## src/rscp_pkg.sv

```systemverilog
package rscp_pkg;

    // Serial framing: 9600 baud, 8 data bits, no parity, 1 stop bit.
    localparam int unsigned CLK_HZ        = 200_000_000;
    localparam int unsigned BAUD          = 9600;
    localparam int unsigned BIT_CYCLES    = CLK_HZ / BAUD;
    localparam int unsigned HALF_CYCLES   = BIT_CYCLES / 2;
    localparam int unsigned DATA_BITS     = 8;
    localparam int unsigned STOP_BITS     = 1;
    localparam int unsigned CNT_W         = 15;

    // Lock hold time after a read, in milliseconds, and its cycle count.
    localparam int unsigned LOCK_MS       = 500;
    localparam int unsigned LOCK_CYCLES   = (CLK_HZ / 1000) * LOCK_MS;

    localparam logic [7:0]  CH_HASH       = 8'h23;
    localparam logic [7:0]  CH_CR         = 8'h0D;
    localparam logic [7:0]  CH_LF         = 8'h0A;
    localparam logic [7:0]  CH_D0         = 8'h30;

    // Command buffer depth: '#' plus up to four digits.
    localparam int unsigned CMD_LEN       = 5;

    // Command codes as decimal digit strings packed four bits per digit.
    localparam logic [15:0] CMD_CMDMODE   = 16'h0001;
    localparam logic [15:0] CMD_DATAMODE  = 16'h0000;
    localparam logic [15:0] CMD_RF_ON     = 16'h6401;

    // Message lengths and indices into the transmit text table.
    localparam int unsigned SIGNON_LEN    = 9;
    localparam int unsigned DONE_LEN      = 7;
    localparam logic [3:0]  MSG_SIGNON    = 4'h0;
    localparam logic [3:0]  MSG_DONE      = 4'h9;

    localparam logic        RESET_RF      = 1'b0;
    localparam logic        RESET_CMDMODE = 1'b0;

    typedef enum logic [1:0] {
        RSCP_TX_IDLE  = 2'b00,
        RSCP_TX_START = 2'b01,
        RSCP_TX_DATA  = 2'b10,
        RSCP_TX_STOP  = 2'b11
    } rscp_tx_state_t;

endpackage : rscp_pkg

```

## src/rscp_top.sv

```systemverilog
`timescale 1ns/100ps
`default_nettype none

module rscp_top
    import rscp_pkg::*;
#(
    parameter int unsigned LOCK_HOLD = LOCK_CYCLES,
    // Bit period in clock cycles; the default gives 9600 baud.
    parameter int unsigned BIT_LEN   = BIT_CYCLES
)
(
    input  wire logic       ref_clk,
    input  wire logic       rst_n,
    input  wire logic       rxd,
    input  wire logic       cts,
    input  wire logic       hs_enable,
    input  wire logic       tag_read,
    input  wire logic [3:0] tag_protocol,
    input  wire logic [3:0] protocol_enable,
    output logic            txd,
    output logic            rts,
    output logic            rf_on,
    output logic            cmd_mode,
    output logic            lock_closed
);

    // Receiver state.
    logic [CNT_W-1:0] rx_cnt;
    logic [CNT_W-1:0] next_rx_cnt;
    logic [3:0]       rx_bit;
    logic [3:0]       next_rx_bit;
    logic             rx_busy;
    logic             next_rx_busy;
    logic [7:0]       rx_sh;
    logic [7:0]       next_rx_sh;
    logic             rx_strobe;
    logic             next_rx_strobe;
    logic             rx_prev;

    // Command and reply state.
    logic [3:0]       digits [CMD_LEN];
    logic [3:0]       next_digits [CMD_LEN];
    logic [2:0]       ndig;
    logic [2:0]       next_ndig;
    logic             in_cmd;
    logic             next_in_cmd;
    logic             next_rf_on;
    logic             next_cmd_mode;
    logic             signed_on;
    logic             next_signed_on;
    logic             replying;
    logic             next_replying;
    logic [3:0]       msg_pos;
    logic [3:0]       next_msg_pos;
    logic [3:0]       msg_end;
    logic [3:0]       next_msg_end;

    // Lock timer.
    logic [31:0]      lock_cnt;
    logic [31:0]      next_lock_cnt;
    logic             next_lock_closed;

    logic             tx_ready;
    logic             tx_valid;
    logic [7:0]       tx_byte;
    logic             busy;
    logic [15:0]      code;

    // Text table: sign-on message, then the done reply, each ending in CR LF.
    function automatic logic [7:0] msg_char(input logic [3:0] idx);
        unique case (idx)
            4'h0:    msg_char = 8'h52;
            4'h1:    msg_char = 8'h45;
            4'h2:    msg_char = 8'h41;
            4'h3:    msg_char = 8'h44;
            4'h4:    msg_char = 8'h45;
            4'h5:    msg_char = 8'h52;
            4'h6:    msg_char = 8'h20;
            4'h7:    msg_char = CH_CR;
            4'h8:    msg_char = CH_LF;
            4'h9:    msg_char = CH_HASH;
            4'hA:    msg_char = 8'h44;
            4'hB:    msg_char = 8'h6F;
            4'hC:    msg_char = 8'h6E;
            4'hD:    msg_char = 8'h65;
            4'hE:    msg_char = CH_CR;
            default: msg_char = CH_LF;
        endcase
    endfunction : msg_char

    function automatic logic is_digit(input logic [7:0] c);
        is_digit = (c >= CH_D0) && (c <= 8'h39);
    endfunction : is_digit

    assign busy     = replying || !signed_on;
    assign tx_valid = replying;
    assign tx_byte  = msg_char(msg_pos);
    assign code     = {digits[0], digits[1], digits[2], digits[3]};

    always_comb
    begin
        next_rx_cnt    = rx_cnt;
        next_rx_bit    = rx_bit;
        next_rx_busy   = rx_busy;
        next_rx_sh     = rx_sh;
        next_rx_strobe = 1'b0;
        if (!rx_busy)
        begin
            if (rx_prev && !rxd)
            begin
                next_rx_busy = 1'b1;
                next_rx_cnt  = CNT_W'(BIT_LEN / 2);
                next_rx_bit  = '0;
            end
        end
        else if (rx_cnt == CNT_W'(BIT_LEN - 1))
        begin
            next_rx_cnt = '0;
            next_rx_bit = rx_bit + 1'b1;
            if (rx_bit == 4'd0 && rxd)
            begin
                next_rx_busy = 1'b0;
            end
            else if (rx_bit <= 4'(DATA_BITS))
            begin
                next_rx_sh = {rxd, rx_sh[7:1]};
            end
            else
            begin
                // Stop bit sampled; a byte is kept only with a valid stop level.
                next_rx_busy   = 1'b0;
                next_rx_strobe = rxd;
            end
        end
        else
        begin
            next_rx_cnt = rx_cnt + 1'b1;
        end
    end

    always_ff @(posedge ref_clk)
    begin
        if (!rst_n)
        begin
            rx_cnt    <= '0;
            rx_bit    <= '0;
            rx_busy   <= 1'b0;
            rx_sh     <= '0;
            rx_strobe <= 1'b0;
            rx_prev   <= 1'b1;
        end
        else
        begin
            rx_cnt    <= next_rx_cnt;
            rx_bit    <= next_rx_bit;
            rx_busy   <= next_rx_busy;
            rx_sh     <= next_rx_sh;
            rx_strobe <= next_rx_strobe;
            rx_prev   <= rxd;
        end
    end

    always_comb
    begin
        next_digits    = digits;
        next_ndig      = ndig;
        next_in_cmd    = in_cmd;
        next_rf_on     = rf_on;
        next_cmd_mode  = cmd_mode;
        next_signed_on = signed_on;
        next_replying  = replying;
        next_msg_pos   = msg_pos;
        next_msg_end   = msg_end;
        if (!signed_on && !replying)
        begin
            next_replying = 1'b1;
            next_msg_pos  = MSG_SIGNON;
            next_msg_end  = 4'(SIGNON_LEN - 1);
        end
        if (replying && tx_ready)
        begin
            next_msg_pos = msg_pos + 1'b1;
            if (msg_pos == msg_end)
            begin
                next_replying  = 1'b0;
                next_signed_on = 1'b1;
            end
        end
        // Bytes arriving during sign-on or a reply are dropped.
        if (rx_strobe && !busy)
        begin
            if (rx_sh == CH_HASH)
            begin
                next_in_cmd = 1'b1;
                next_ndig   = '0;
                for (int i = 0; i < CMD_LEN; i++)
                begin
                    next_digits[i] = '0;
                end
            end
            else if (in_cmd && is_digit(rx_sh) && ndig < 3'(CMD_LEN - 1))
            begin
                next_digits[ndig] = rx_sh[3:0];
                next_ndig         = ndig + 1'b1;
            end
            else if (in_cmd && rx_sh == CH_CR)
            begin
                next_in_cmd = 1'b0;
                if (ndig == 3'd2 && code[15:8] == CMD_CMDMODE[7:0])
                begin
                    next_cmd_mode = 1'b1;
                    next_replying = 1'b1;
                end
                else if (ndig == 3'd2 && code[15:8] == CMD_DATAMODE[7:0])
                begin
                    next_cmd_mode = 1'b0;
                    next_replying = 1'b1;
                end
                else if (ndig == 3'd4 && code == CMD_RF_ON && cmd_mode)
                begin
                    next_rf_on    = 1'b1;
                    next_replying = 1'b1;
                end
                next_msg_pos = MSG_DONE;
                next_msg_end = 4'(MSG_DONE + DONE_LEN - 1);
            end
            else
            begin
                next_in_cmd = 1'b0;
            end
        end
    end

    always_ff @(posedge ref_clk)
    begin
        if (!rst_n)
        begin
            for (int i = 0; i < CMD_LEN; i++)
            begin
                digits[i] <= '0;
            end
            ndig      <= '0;
            in_cmd    <= 1'b0;
            rf_on     <= RESET_RF;
            cmd_mode  <= RESET_CMDMODE;
            signed_on <= 1'b0;
            replying  <= 1'b0;
            msg_pos   <= '0;
            msg_end   <= '0;
        end
        else
        begin
            digits    <= next_digits;
            ndig      <= next_ndig;
            in_cmd    <= next_in_cmd;
            rf_on     <= next_rf_on;
            cmd_mode  <= next_cmd_mode;
            signed_on <= next_signed_on;
            replying  <= next_replying;
            msg_pos   <= next_msg_pos;
            msg_end   <= next_msg_end;
        end
    end

    always_comb
    begin
        next_lock_closed = lock_closed;
        next_lock_cnt    = lock_cnt;
        if (tag_read && rf_on && protocol_enable[tag_protocol[1:0]]
            && !tag_protocol[3] && !tag_protocol[2])
        begin
            next_lock_closed = 1'b1;
            next_lock_cnt    = LOCK_HOLD - 1;
        end
        else if (lock_cnt != 0)
        begin
            next_lock_cnt = lock_cnt - 1;
        end
        else
        begin
            next_lock_closed = 1'b0;
        end
    end

    always_ff @(posedge ref_clk)
    begin
        if (!rst_n)
        begin
            lock_cnt    <= '0;
            lock_closed <= 1'b0;
            rts         <= 1'b0;
        end
        else
        begin
            lock_cnt    <= next_lock_cnt;
            lock_closed <= next_lock_closed;
            rts         <= hs_enable;
        end
    end

    rscp_uart_tx #(
        .BIT_LEN  (BIT_LEN)
    ) u_tx (
        .ref_clk  (ref_clk),
        .rst_n    (rst_n),
        .tx_valid (tx_valid),
        .tx_byte  (tx_byte),
        .cts_ok   (!hs_enable || cts),
        .tx_ready (tx_ready),
        .txd      (txd)
    );

endmodule : rscp_top

`default_nettype wire

```

## src/rscp_uart_tx.sv

```systemverilog
`timescale 1ns/100ps
`default_nettype none

module rscp_uart_tx
    import rscp_pkg::*;
#(
    parameter int unsigned BIT_LEN = BIT_CYCLES
)
(
    input  wire logic       ref_clk,
    input  wire logic       rst_n,
    input  wire logic       tx_valid,
    input  wire logic [7:0] tx_byte,
    input  wire logic       cts_ok,
    output logic            tx_ready,
    output logic            txd
);

    rscp_tx_state_t   state;
    rscp_tx_state_t   next_state;
    logic [CNT_W-1:0] cnt;
    logic [CNT_W-1:0] next_cnt;
    logic [2:0]       bit_idx;
    logic [2:0]       next_bit_idx;
    logic [7:0]       shreg;
    logic [7:0]       next_shreg;
    logic             next_txd;

    always_comb
    begin
        next_state   = state;
        next_cnt     = cnt;
        next_bit_idx = bit_idx;
        next_shreg   = shreg;
        next_txd     = txd;
        if (state != RSCP_TX_IDLE)
        begin
            next_cnt = (cnt == CNT_W'(BIT_LEN - 1)) ? '0 : cnt + 1'b1;
        end
        unique case (state)
            RSCP_TX_IDLE:
            begin
                // A frame starts only while cts_ok is high: CTS asserted, or handshake disabled.
                if (tx_valid && cts_ok)
                begin
                    next_state = RSCP_TX_START;
                    next_shreg = tx_byte;
                    next_txd   = 1'b0;
                    next_cnt   = '0;
                end
            end
            RSCP_TX_START:
            begin
                if (cnt == CNT_W'(BIT_LEN - 1))
                begin
                    next_state   = RSCP_TX_DATA;
                    next_bit_idx = '0;
                    next_txd     = shreg[0];
                end
            end
            RSCP_TX_DATA:
            begin
                if (cnt == CNT_W'(BIT_LEN - 1))
                begin
                    if (bit_idx == 3'(DATA_BITS - 1))
                    begin
                        next_state = RSCP_TX_STOP;
                        next_txd   = 1'b1;
                    end
                    else
                    begin
                        next_bit_idx = bit_idx + 1'b1;
                        next_txd     = shreg[3'(bit_idx + 1'b1)];
                    end
                end
            end
            RSCP_TX_STOP:
            begin
                if (cnt == CNT_W'(BIT_LEN * STOP_BITS - 1))
                begin
                    next_state = RSCP_TX_IDLE;
                end
            end
        endcase
    end

    always_ff @(posedge ref_clk)
    begin
        if (!rst_n)
        begin
            state   <= RSCP_TX_IDLE;
            cnt     <= '0;
            bit_idx <= '0;
            shreg   <= '0;
            txd     <= 1'b1;
        end
        else
        begin
            state   <= next_state;
            cnt     <= next_cnt;
            bit_idx <= next_bit_idx;
            shreg   <= next_shreg;
            txd     <= next_txd;
        end
    end

    assign tx_ready = (state == RSCP_TX_IDLE) && cts_ok;

endmodule : rscp_uart_tx

`default_nettype wire

```

## config.mk

```make
export PLATFORM = sky130hd
export DESIGN_NAME = rscp_top
export DESIGN_NICKNAME = d
export VERILOG_FILES = /design/src/rscp_pkg.sv /design/src/rscp_top.sv /design/src/rscp_uart_tx.sv
export SDC_FILE = /design/constraint.sdc
export NUM_CORES = 1
export LEC_CHECK = 0
export ABC_AREA = 1
export CORE_ASPECT_RATIO = 1.1
export CORE_MARGIN = 2
export CORE_UTILIZATION = 45
export CTS_BUF_LIST = sky130_fd_sc_hd__clkbuf_8 sky130_fd_sc_hd__clkbuf_16
export CTS_CLUSTER_SIZE = 20
export DETAILED_ROUTE_END_ITERATION = 12
export DONT_BUFFER_PORTS = 1
export GPL_TIMING_DRIVEN = 0
export PLACE_DENSITY_LB_ADDON = 0.1
export SLEW_MARGIN = 20
export SYNTH_ARGS = -nofsm -noshare
export SYNTH_HDL_FRONTEND = slang
export SYNTH_SLANG_ARGS = --single-unit
```

## constraint.sdc

```tcl
create_clock -name ref_clk -period 3.4 [get_ports ref_clk]
set_clock_uncertainty 0.1 [all_clocks]
set_input_delay 0.17 -clock ref_clk [delete_from_list [all_inputs] [get_ports ref_clk]]
set_output_delay 0.17 -clock ref_clk [all_outputs]
set_load 0.02 [all_outputs]
```

## Word-level counts from Yosys, hierarchy flattened

Memories as Yosys holds them, arrays and structs flattened. A register that Yosys moved wholly into a read port is not among the register bits.
Cells that the tools add are included.

- Add/subtract/negate cells: 7
- Magnitude comparators: 8
- Eq/ne operators: 22
- Mux-type cells: 70
- Bitwise logic cells: 9
- Reduce and logical (&&, ||, !) cells: 54

Operators by type and width:

| kind | count |
|---|---|
| 2-to-1 mux 15 bit | 7 |
| 2-to-1 mux 4 bit | 15 |
| 2-to-1 mux 27 bit | 2 |
| 2-to-1 mux 20 bit | 2 |
| nonzero test 32 bit | 1 |
| subtractor 32 x 1 -> 32 bit (second input constant) | 1 |
| adder 15 x 1 -> 15 bit (second input constant) | 2 |
| == test 15 bit (second input constant) | 2 |
| 2-to-1 mux 1 bit | 27 |
| bitwise mux 20 bit | 1 |
| logical AND 1 bit | 20 |
| == test 16 x 15 -> 1 bit (second input constant) | 1 |
| 2-to-1 mux 3 bit | 5 |
| demux 4 bit (select 3 bit) | 1 |
| inequality test 2 x 1 -> 1 bit (second input constant) | 6 |
| AND reduction 4 bit | 3 |
| nonzero test 2 bit | 6 |
| 2-to-1 mux 2 bit | 5 |
| AND reduction 2 bit | 5 |
| AND reduction 5 bit | 2 |
| adder 4 x 1 -> 4 bit (second input constant) | 2 |
| == test 8 x 1 -> 1 bit (second input constant) | 1 |
| == test 8 x 4 -> 1 bit (second input constant) | 1 |
| == test 8 x 6 -> 1 bit (second input constant) | 1 |
| other kinds (31) | 51 |

- Register bits: 129
- ROM bits: 112
- Bits of input ports: 14
- Output and inout port bits: 5
- Logic and storage cells: 199
- Memories kept: 1

Memories:

| name | words | width | rd ports | clocked after memory_dff | write ports | RTL line | RTL |
|---|---|---|---|---|---|---|---|
| (name not given) | 16 | 7 | 1 | 1 | 0 | rscp_top.sv:71 | `unique case (idx)` |

## Logic depth before layout (Yosys ltp)

- Depth after elaboration: 12
- Depth in mapped cells: 12
- Depth with buffers taken out: 12

## Cells and area by module

From an unflattened synthesis, not the netlist that was laid out.

- Cells, all modules: 1,136
- Area, all modules: 7,419.6 um^2

By module, submodules not included:

| module | times used | cells an instance | area an instance (um^2) | seq. area each (um^2) |
|---|---|---|---|---|
| rscp_top | 1 | 872 | 5,674.2 | 2,062.0 |
| rscp_uart_tx | 1 | 264 | 1,745.4 | 580.6 |

## Worst setup path after synthesis

OpenSTA, ideal clock, no wires.

- Kind: reg-to-reg
- Start: register rx_cnt[0]
- End: register rx_sh[6]
- Library setup time: 0.113 ns
- Arrival: 1.399 ns
- Data required time: 3.187 ns
- Path slack: 1.788 ns
- Cell stages (with the launch flop): 13
- Buffers on the path: 1
- Clock period less this slack: 1.612 ns
- Path through: dfxtp_1 -> inv_1 -> ha_1 -> nand2_1 -> nor3_1 -> nand2_1 -> nor2_4 -> nand2_4 -> nor2_8 -> buf_6 -> nand2_1 -> nand2_1 -> nor2_1

- Longest elaborated chain between the ends: 2

RTL lines:

| element | RTL line | RTL |
|---|---|---|
| start, declared | rscp_top.sv:28 | `logic [CNT_W-1:0] rx_cnt;` |
| start signal, assigned | rscp_top.sv:154 | `rx_cnt <= next_rx_cnt;` |
| == test 15 bit | rscp_top.sv:116 | `else if (rx_cnt == CNT_W'(BIT_LEN - 1))` |
| AND reduction 4 bit (no source line) | -- |  |
| end signal, assigned | rscp_top.sv:157 | `rx_sh <= next_rx_sh;` |
| end, declared | rscp_top.sv:34 | `logic [7:0] rx_sh;` |

No other way between the ends.
A chain may end at the register's enable or synchronous reset.

## Worst setup path after layout

- Start: register u_tx.state[0]
- End: register msg_pos[2]

- Longest elaborated chain between the ends: 8

RTL lines:

| element | RTL line | RTL |
|---|---|---|
| start, declared | rscp_uart_tx.sv:19 | `rscp_tx_state_t state;` |
| start signal, assigned | rscp_uart_tx.sv:99 | `state <= next_state;` |
| logical NOT 2 bit (*) | rscp_uart_tx.sv:107 | `assign tx_ready = (state == RSCP_TX_IDLE) && cts_ok;` |
| logical AND 1 bit (*) | rscp_uart_tx.sv:107 |  |
| logical AND 1 bit (*) | rscp_top.sv:180 | `if (replying && tx_ready)` |
| 2-to-1 mux 4 bit (*) | rscp_top.sv:180 |  |
| 2-to-1 mux 4 bit | rscp_top.sv:206 | `else if (in_cmd && rx_sh == CH_CR)` |
| 2-to-1 mux 4 bit | rscp_top.sv:201 | `else if (in_cmd && is_digit(rx_sh) && ndig < 3'(CMD_LEN - 1))` |
| 2-to-1 mux 4 bit | rscp_top.sv:192 | `if (rx_sh == CH_HASH)` |
| 2-to-1 mux 4 bit (*) | rscp_top.sv:190 | `if (rx_strobe && !busy)` |
| end signal, assigned | rscp_top.sv:260 | `msg_pos <= next_msg_pos;` |
| end, declared | rscp_top.sv:53 | `logic [3:0] msg_pos;` |

Mark *: on every way between the ends. The rest lies on a longest branch, timed or not.

==> results.cfg <==
[yosys]
avgSynthCellArea_um2 = 6.46
synth_flop_cell = dfxtp_1
ys_warn_count = 0
synthesis.nets = 1146
yosysUniqueCellTypes = 43
syn_area_um2 = 7150
synth_edf_count = 0
synthCells = 1107
synth-async-reset-ratio_pct = 0
ys_ff_latch = 124
ys_seq_area_share_pct = 34.7

[power_and_ir_drop]
p_leak_uw = 0.00342
vdd_drop_max_v = 0.000391
p_per_area_nw_per_um2 = 847

[place]
portBuffers = 0
gp_congestion = 0.856
place_ws_ns = 1.46
placedCellCount = 1307
dp.final_hpwl_um = 13300

[layout]
antenna_cells = 0
drive_above_1_share_pct = 7.27
final_common_cell = nand2_1
fillers = 1650
stdcell_count = 1341
area_growth_pct = 12.1
fin_nets = 1167
final_cell_mix = nand2_1, nor2_1, dfxtp_1

[route]
via_count = 6794
wire_per_inst_um = 13.3
drt_wl_total_um = 17800
vias_per_cell = 5.07
drt-initial-drc-count = 380
drc = 0
dr.pass1.iters = 6
drtAntennaViolNets = 0

[grt]
grt_usage_pct = 21.6
grt_max_degree = 17
grt-ovfl-total = 0
antenna_found_initial = 0
grt_pass1_wl_um = 29800
grt_pass1_vias = 6259

[die]
num_rows = 48
die_area_um2 = 16900
die_w_um = 124
dieHeight_um = 136
ios = 19
initial_core_util_pct = 45.8
core_area_um2 = 15600

[hold_path]
hold_depth = 4
hold_class = in -> reg

[cts]
clock_latency_ns = 0.42
cts_hold_buf = 2
cts_tree = yes
cts-buffers-inserted = 17
clk_pin_slew_ns = 0.06
post_cts_resized = 0
cts.sinks = 124
postCtsSetupRepairBufs = 0
cts_max_level = 4
cts_root_buffer = clkbuf_16
cts_buffer_depth = 2

[worst_setup_path]
cp_top_family = buffers and inverters
critPathKind = reg -> reg
crit_chain = inv_1, ha_1, inv_1, nor2_1, inv_1, clkbuf_1, o21ai_0, o211ai_1, nor2_1
cp.depth = 9
crit_arrival_ns = 2.17
cp.required_ns = 3.60
cpPeakStageDelay_ns = 0.39
r2r_cells = 9
worstPathMaxFanout = 10
worstSetupEndpointType = flip-flop
path_buf_inv = 4
startpoint_type = flip-flop
critPathSlowestCell = dfxtp_1
crit_path_frequent_cell = inv_1

[sta]
hold_violations = 0
setup_viol = 0
fin_ws_ns = 1.42
finalCritPeriodShare_pct = 58.1
period_needed_ns = 1.98
rsz0062_at_grt = no
slew_violations = 0
tightest_slew_ns = 0.756
clock.fmax_mhz = 506
slew_headroom_pct = 49.6
fin_tns_setup_ns = 0

[outcome]
status = finished, final reports clean

[job]
drv_cap = 0
## metal layers
layer	vias to the layer above	track usage (%)	share of wire, %
met5	-	0	0
met3	26	5.12	3.5
met1	3044	26.6	47
li1	3609	-	-
met2	115	37.5	48
met4	0	7.24	2.1
## cell families (layout without fill, tap and decap cells)
kind of cell,count (synthesis),in the layout,synth area share [%]
buffers and inverters,160,194,8.88
XOR/XNOR,23,23,2.82
AND/OR/NAND/NOR,619,619,37.7
flip-flops,124,124,34.7
adder cells (fa/ha/maj),25,25,4.37
AO/OA/AOI/OAI,156,156,11.6
## sequential cells by signal (all words and copies together) (netlist names), 2 cells and up
name,cells
code,16
lock_cnt,32
msg_end,4
msg_pos,4
ndig,3
rx_bit,4
rx_cnt,15
rx_sh,8
u_tx.bit_idx,3
u_tx.cnt,15
u_tx.shreg,7
u_tx.state,2
## worst reg2reg max path, delay by kind of cell, from the launching register on
family,cells,cell delay (ns)
AOI/OAI and AO/OA,2,0.27
adders and majority gates,1,0.24
and+or+nand+nor,2,0.16
DFF,1,0.39
buffers and inverters,4,0.70
## Yosys cell counts, types with 2 or more instances
| cell type | instances | area [um^2] |
|---|---|---|
| nand2_1 | 262 | 983 |
| nor2_1 | 186 | 698 |
| dfxtp_1 | 124 | 2480 |
| inv_1 | 116 | 435 |
| nand3_1 | 100 | 500 |
| a21oi_1 | 91 | 455 |
| o21ai_0 | 44 | 220 |
| ha_1 | 25 | 313 |
| nand4_1 | 25 | 156 |
| clkbuf_1 | 19 | 71.3 |
| xnor2_1 | 12 | 105 |
| nor3_1 | 11 | 55.1 |
| xor2_1 | 11 | 96.3 |
| buf_2 | 10 | 50.1 |
| inv_2 | 8 | 30.0 |
| nor2_2 | 7 | 43.8 |
| nor2_4 | 6 | 67.6 |
| or2_2 | 5 | 31.3 |
| o21ai_1 | 4 | 20.0 |
| a211oi_1 | 3 | 22.5 |
| nand2_2 | 3 | 18.8 |
| o211a_1 | 3 | 30.0 |
| o211ai_1 | 3 | 22.5 |
| o22ai_1 | 3 | 18.8 |
| buf_4 | 2 | 15.0 |
| buf_6 | 2 | 22.5 |
| clkinv_1 | 2 | 7.51 |
| nand3b_1 | 2 | 15.0 |
| nor3_2 | 2 | 20.0 |
| nor4_1 | 2 | 12.5 |
| o21bai_1 | 2 | 15.0 |
## per-stage QoR
stage | cell area, um^2 | power [uW] | utilization [%] | hold WS [ns]
2_1_floorplan | 7150 | 4330 | - | 0.163
3_3_place_gp | 7400 | 4980 | 47.4 | 0.252
3_5_place_dp | 7400 | 4980 | 47.4 | 0.254
4_1_cts | 8020 | 6840 | 51.4 | 0.0161
5_1_grt | 8020 | 7370 | 51.4 | 0.0852
6_report | 8020 | 6790 | 51.4 | 0.0189
## cell type report
type	count	area, um^2	area share (%)
Buffer	34	163	2.03
Sequential cell	124	2480	31.0
Tap cell	200	250	3.12
Multi-Input combinational cell	823	4040	50.3
Clock buffer	19	453	5.65
Timing Repair Buffer	2	20.0	0.250
Inverter	126	473	5.90
Clock inverter	13	143	1.78
## power breakdown
part,switching (uW),leakage [uW],internal [uW]
clock,693,0.000278,1120
combinational,1960,0.00213,1030
sequential,274,0.00101,1720
## worst paths after layout
kind	from	slack [ns]	endpoint
setup / recovery	u_tx.state[0]	1.42	msg_pos[2]
hold / removal	tag_protocol[2]	0.02	lock_cnt[12]
setup reg to reg	u_tx.state[0]	1.42	msg_pos[2]
hold reg to reg	code[7]	0.36	code[7]
No activity file was read; power rests on OpenSTA's default activity.
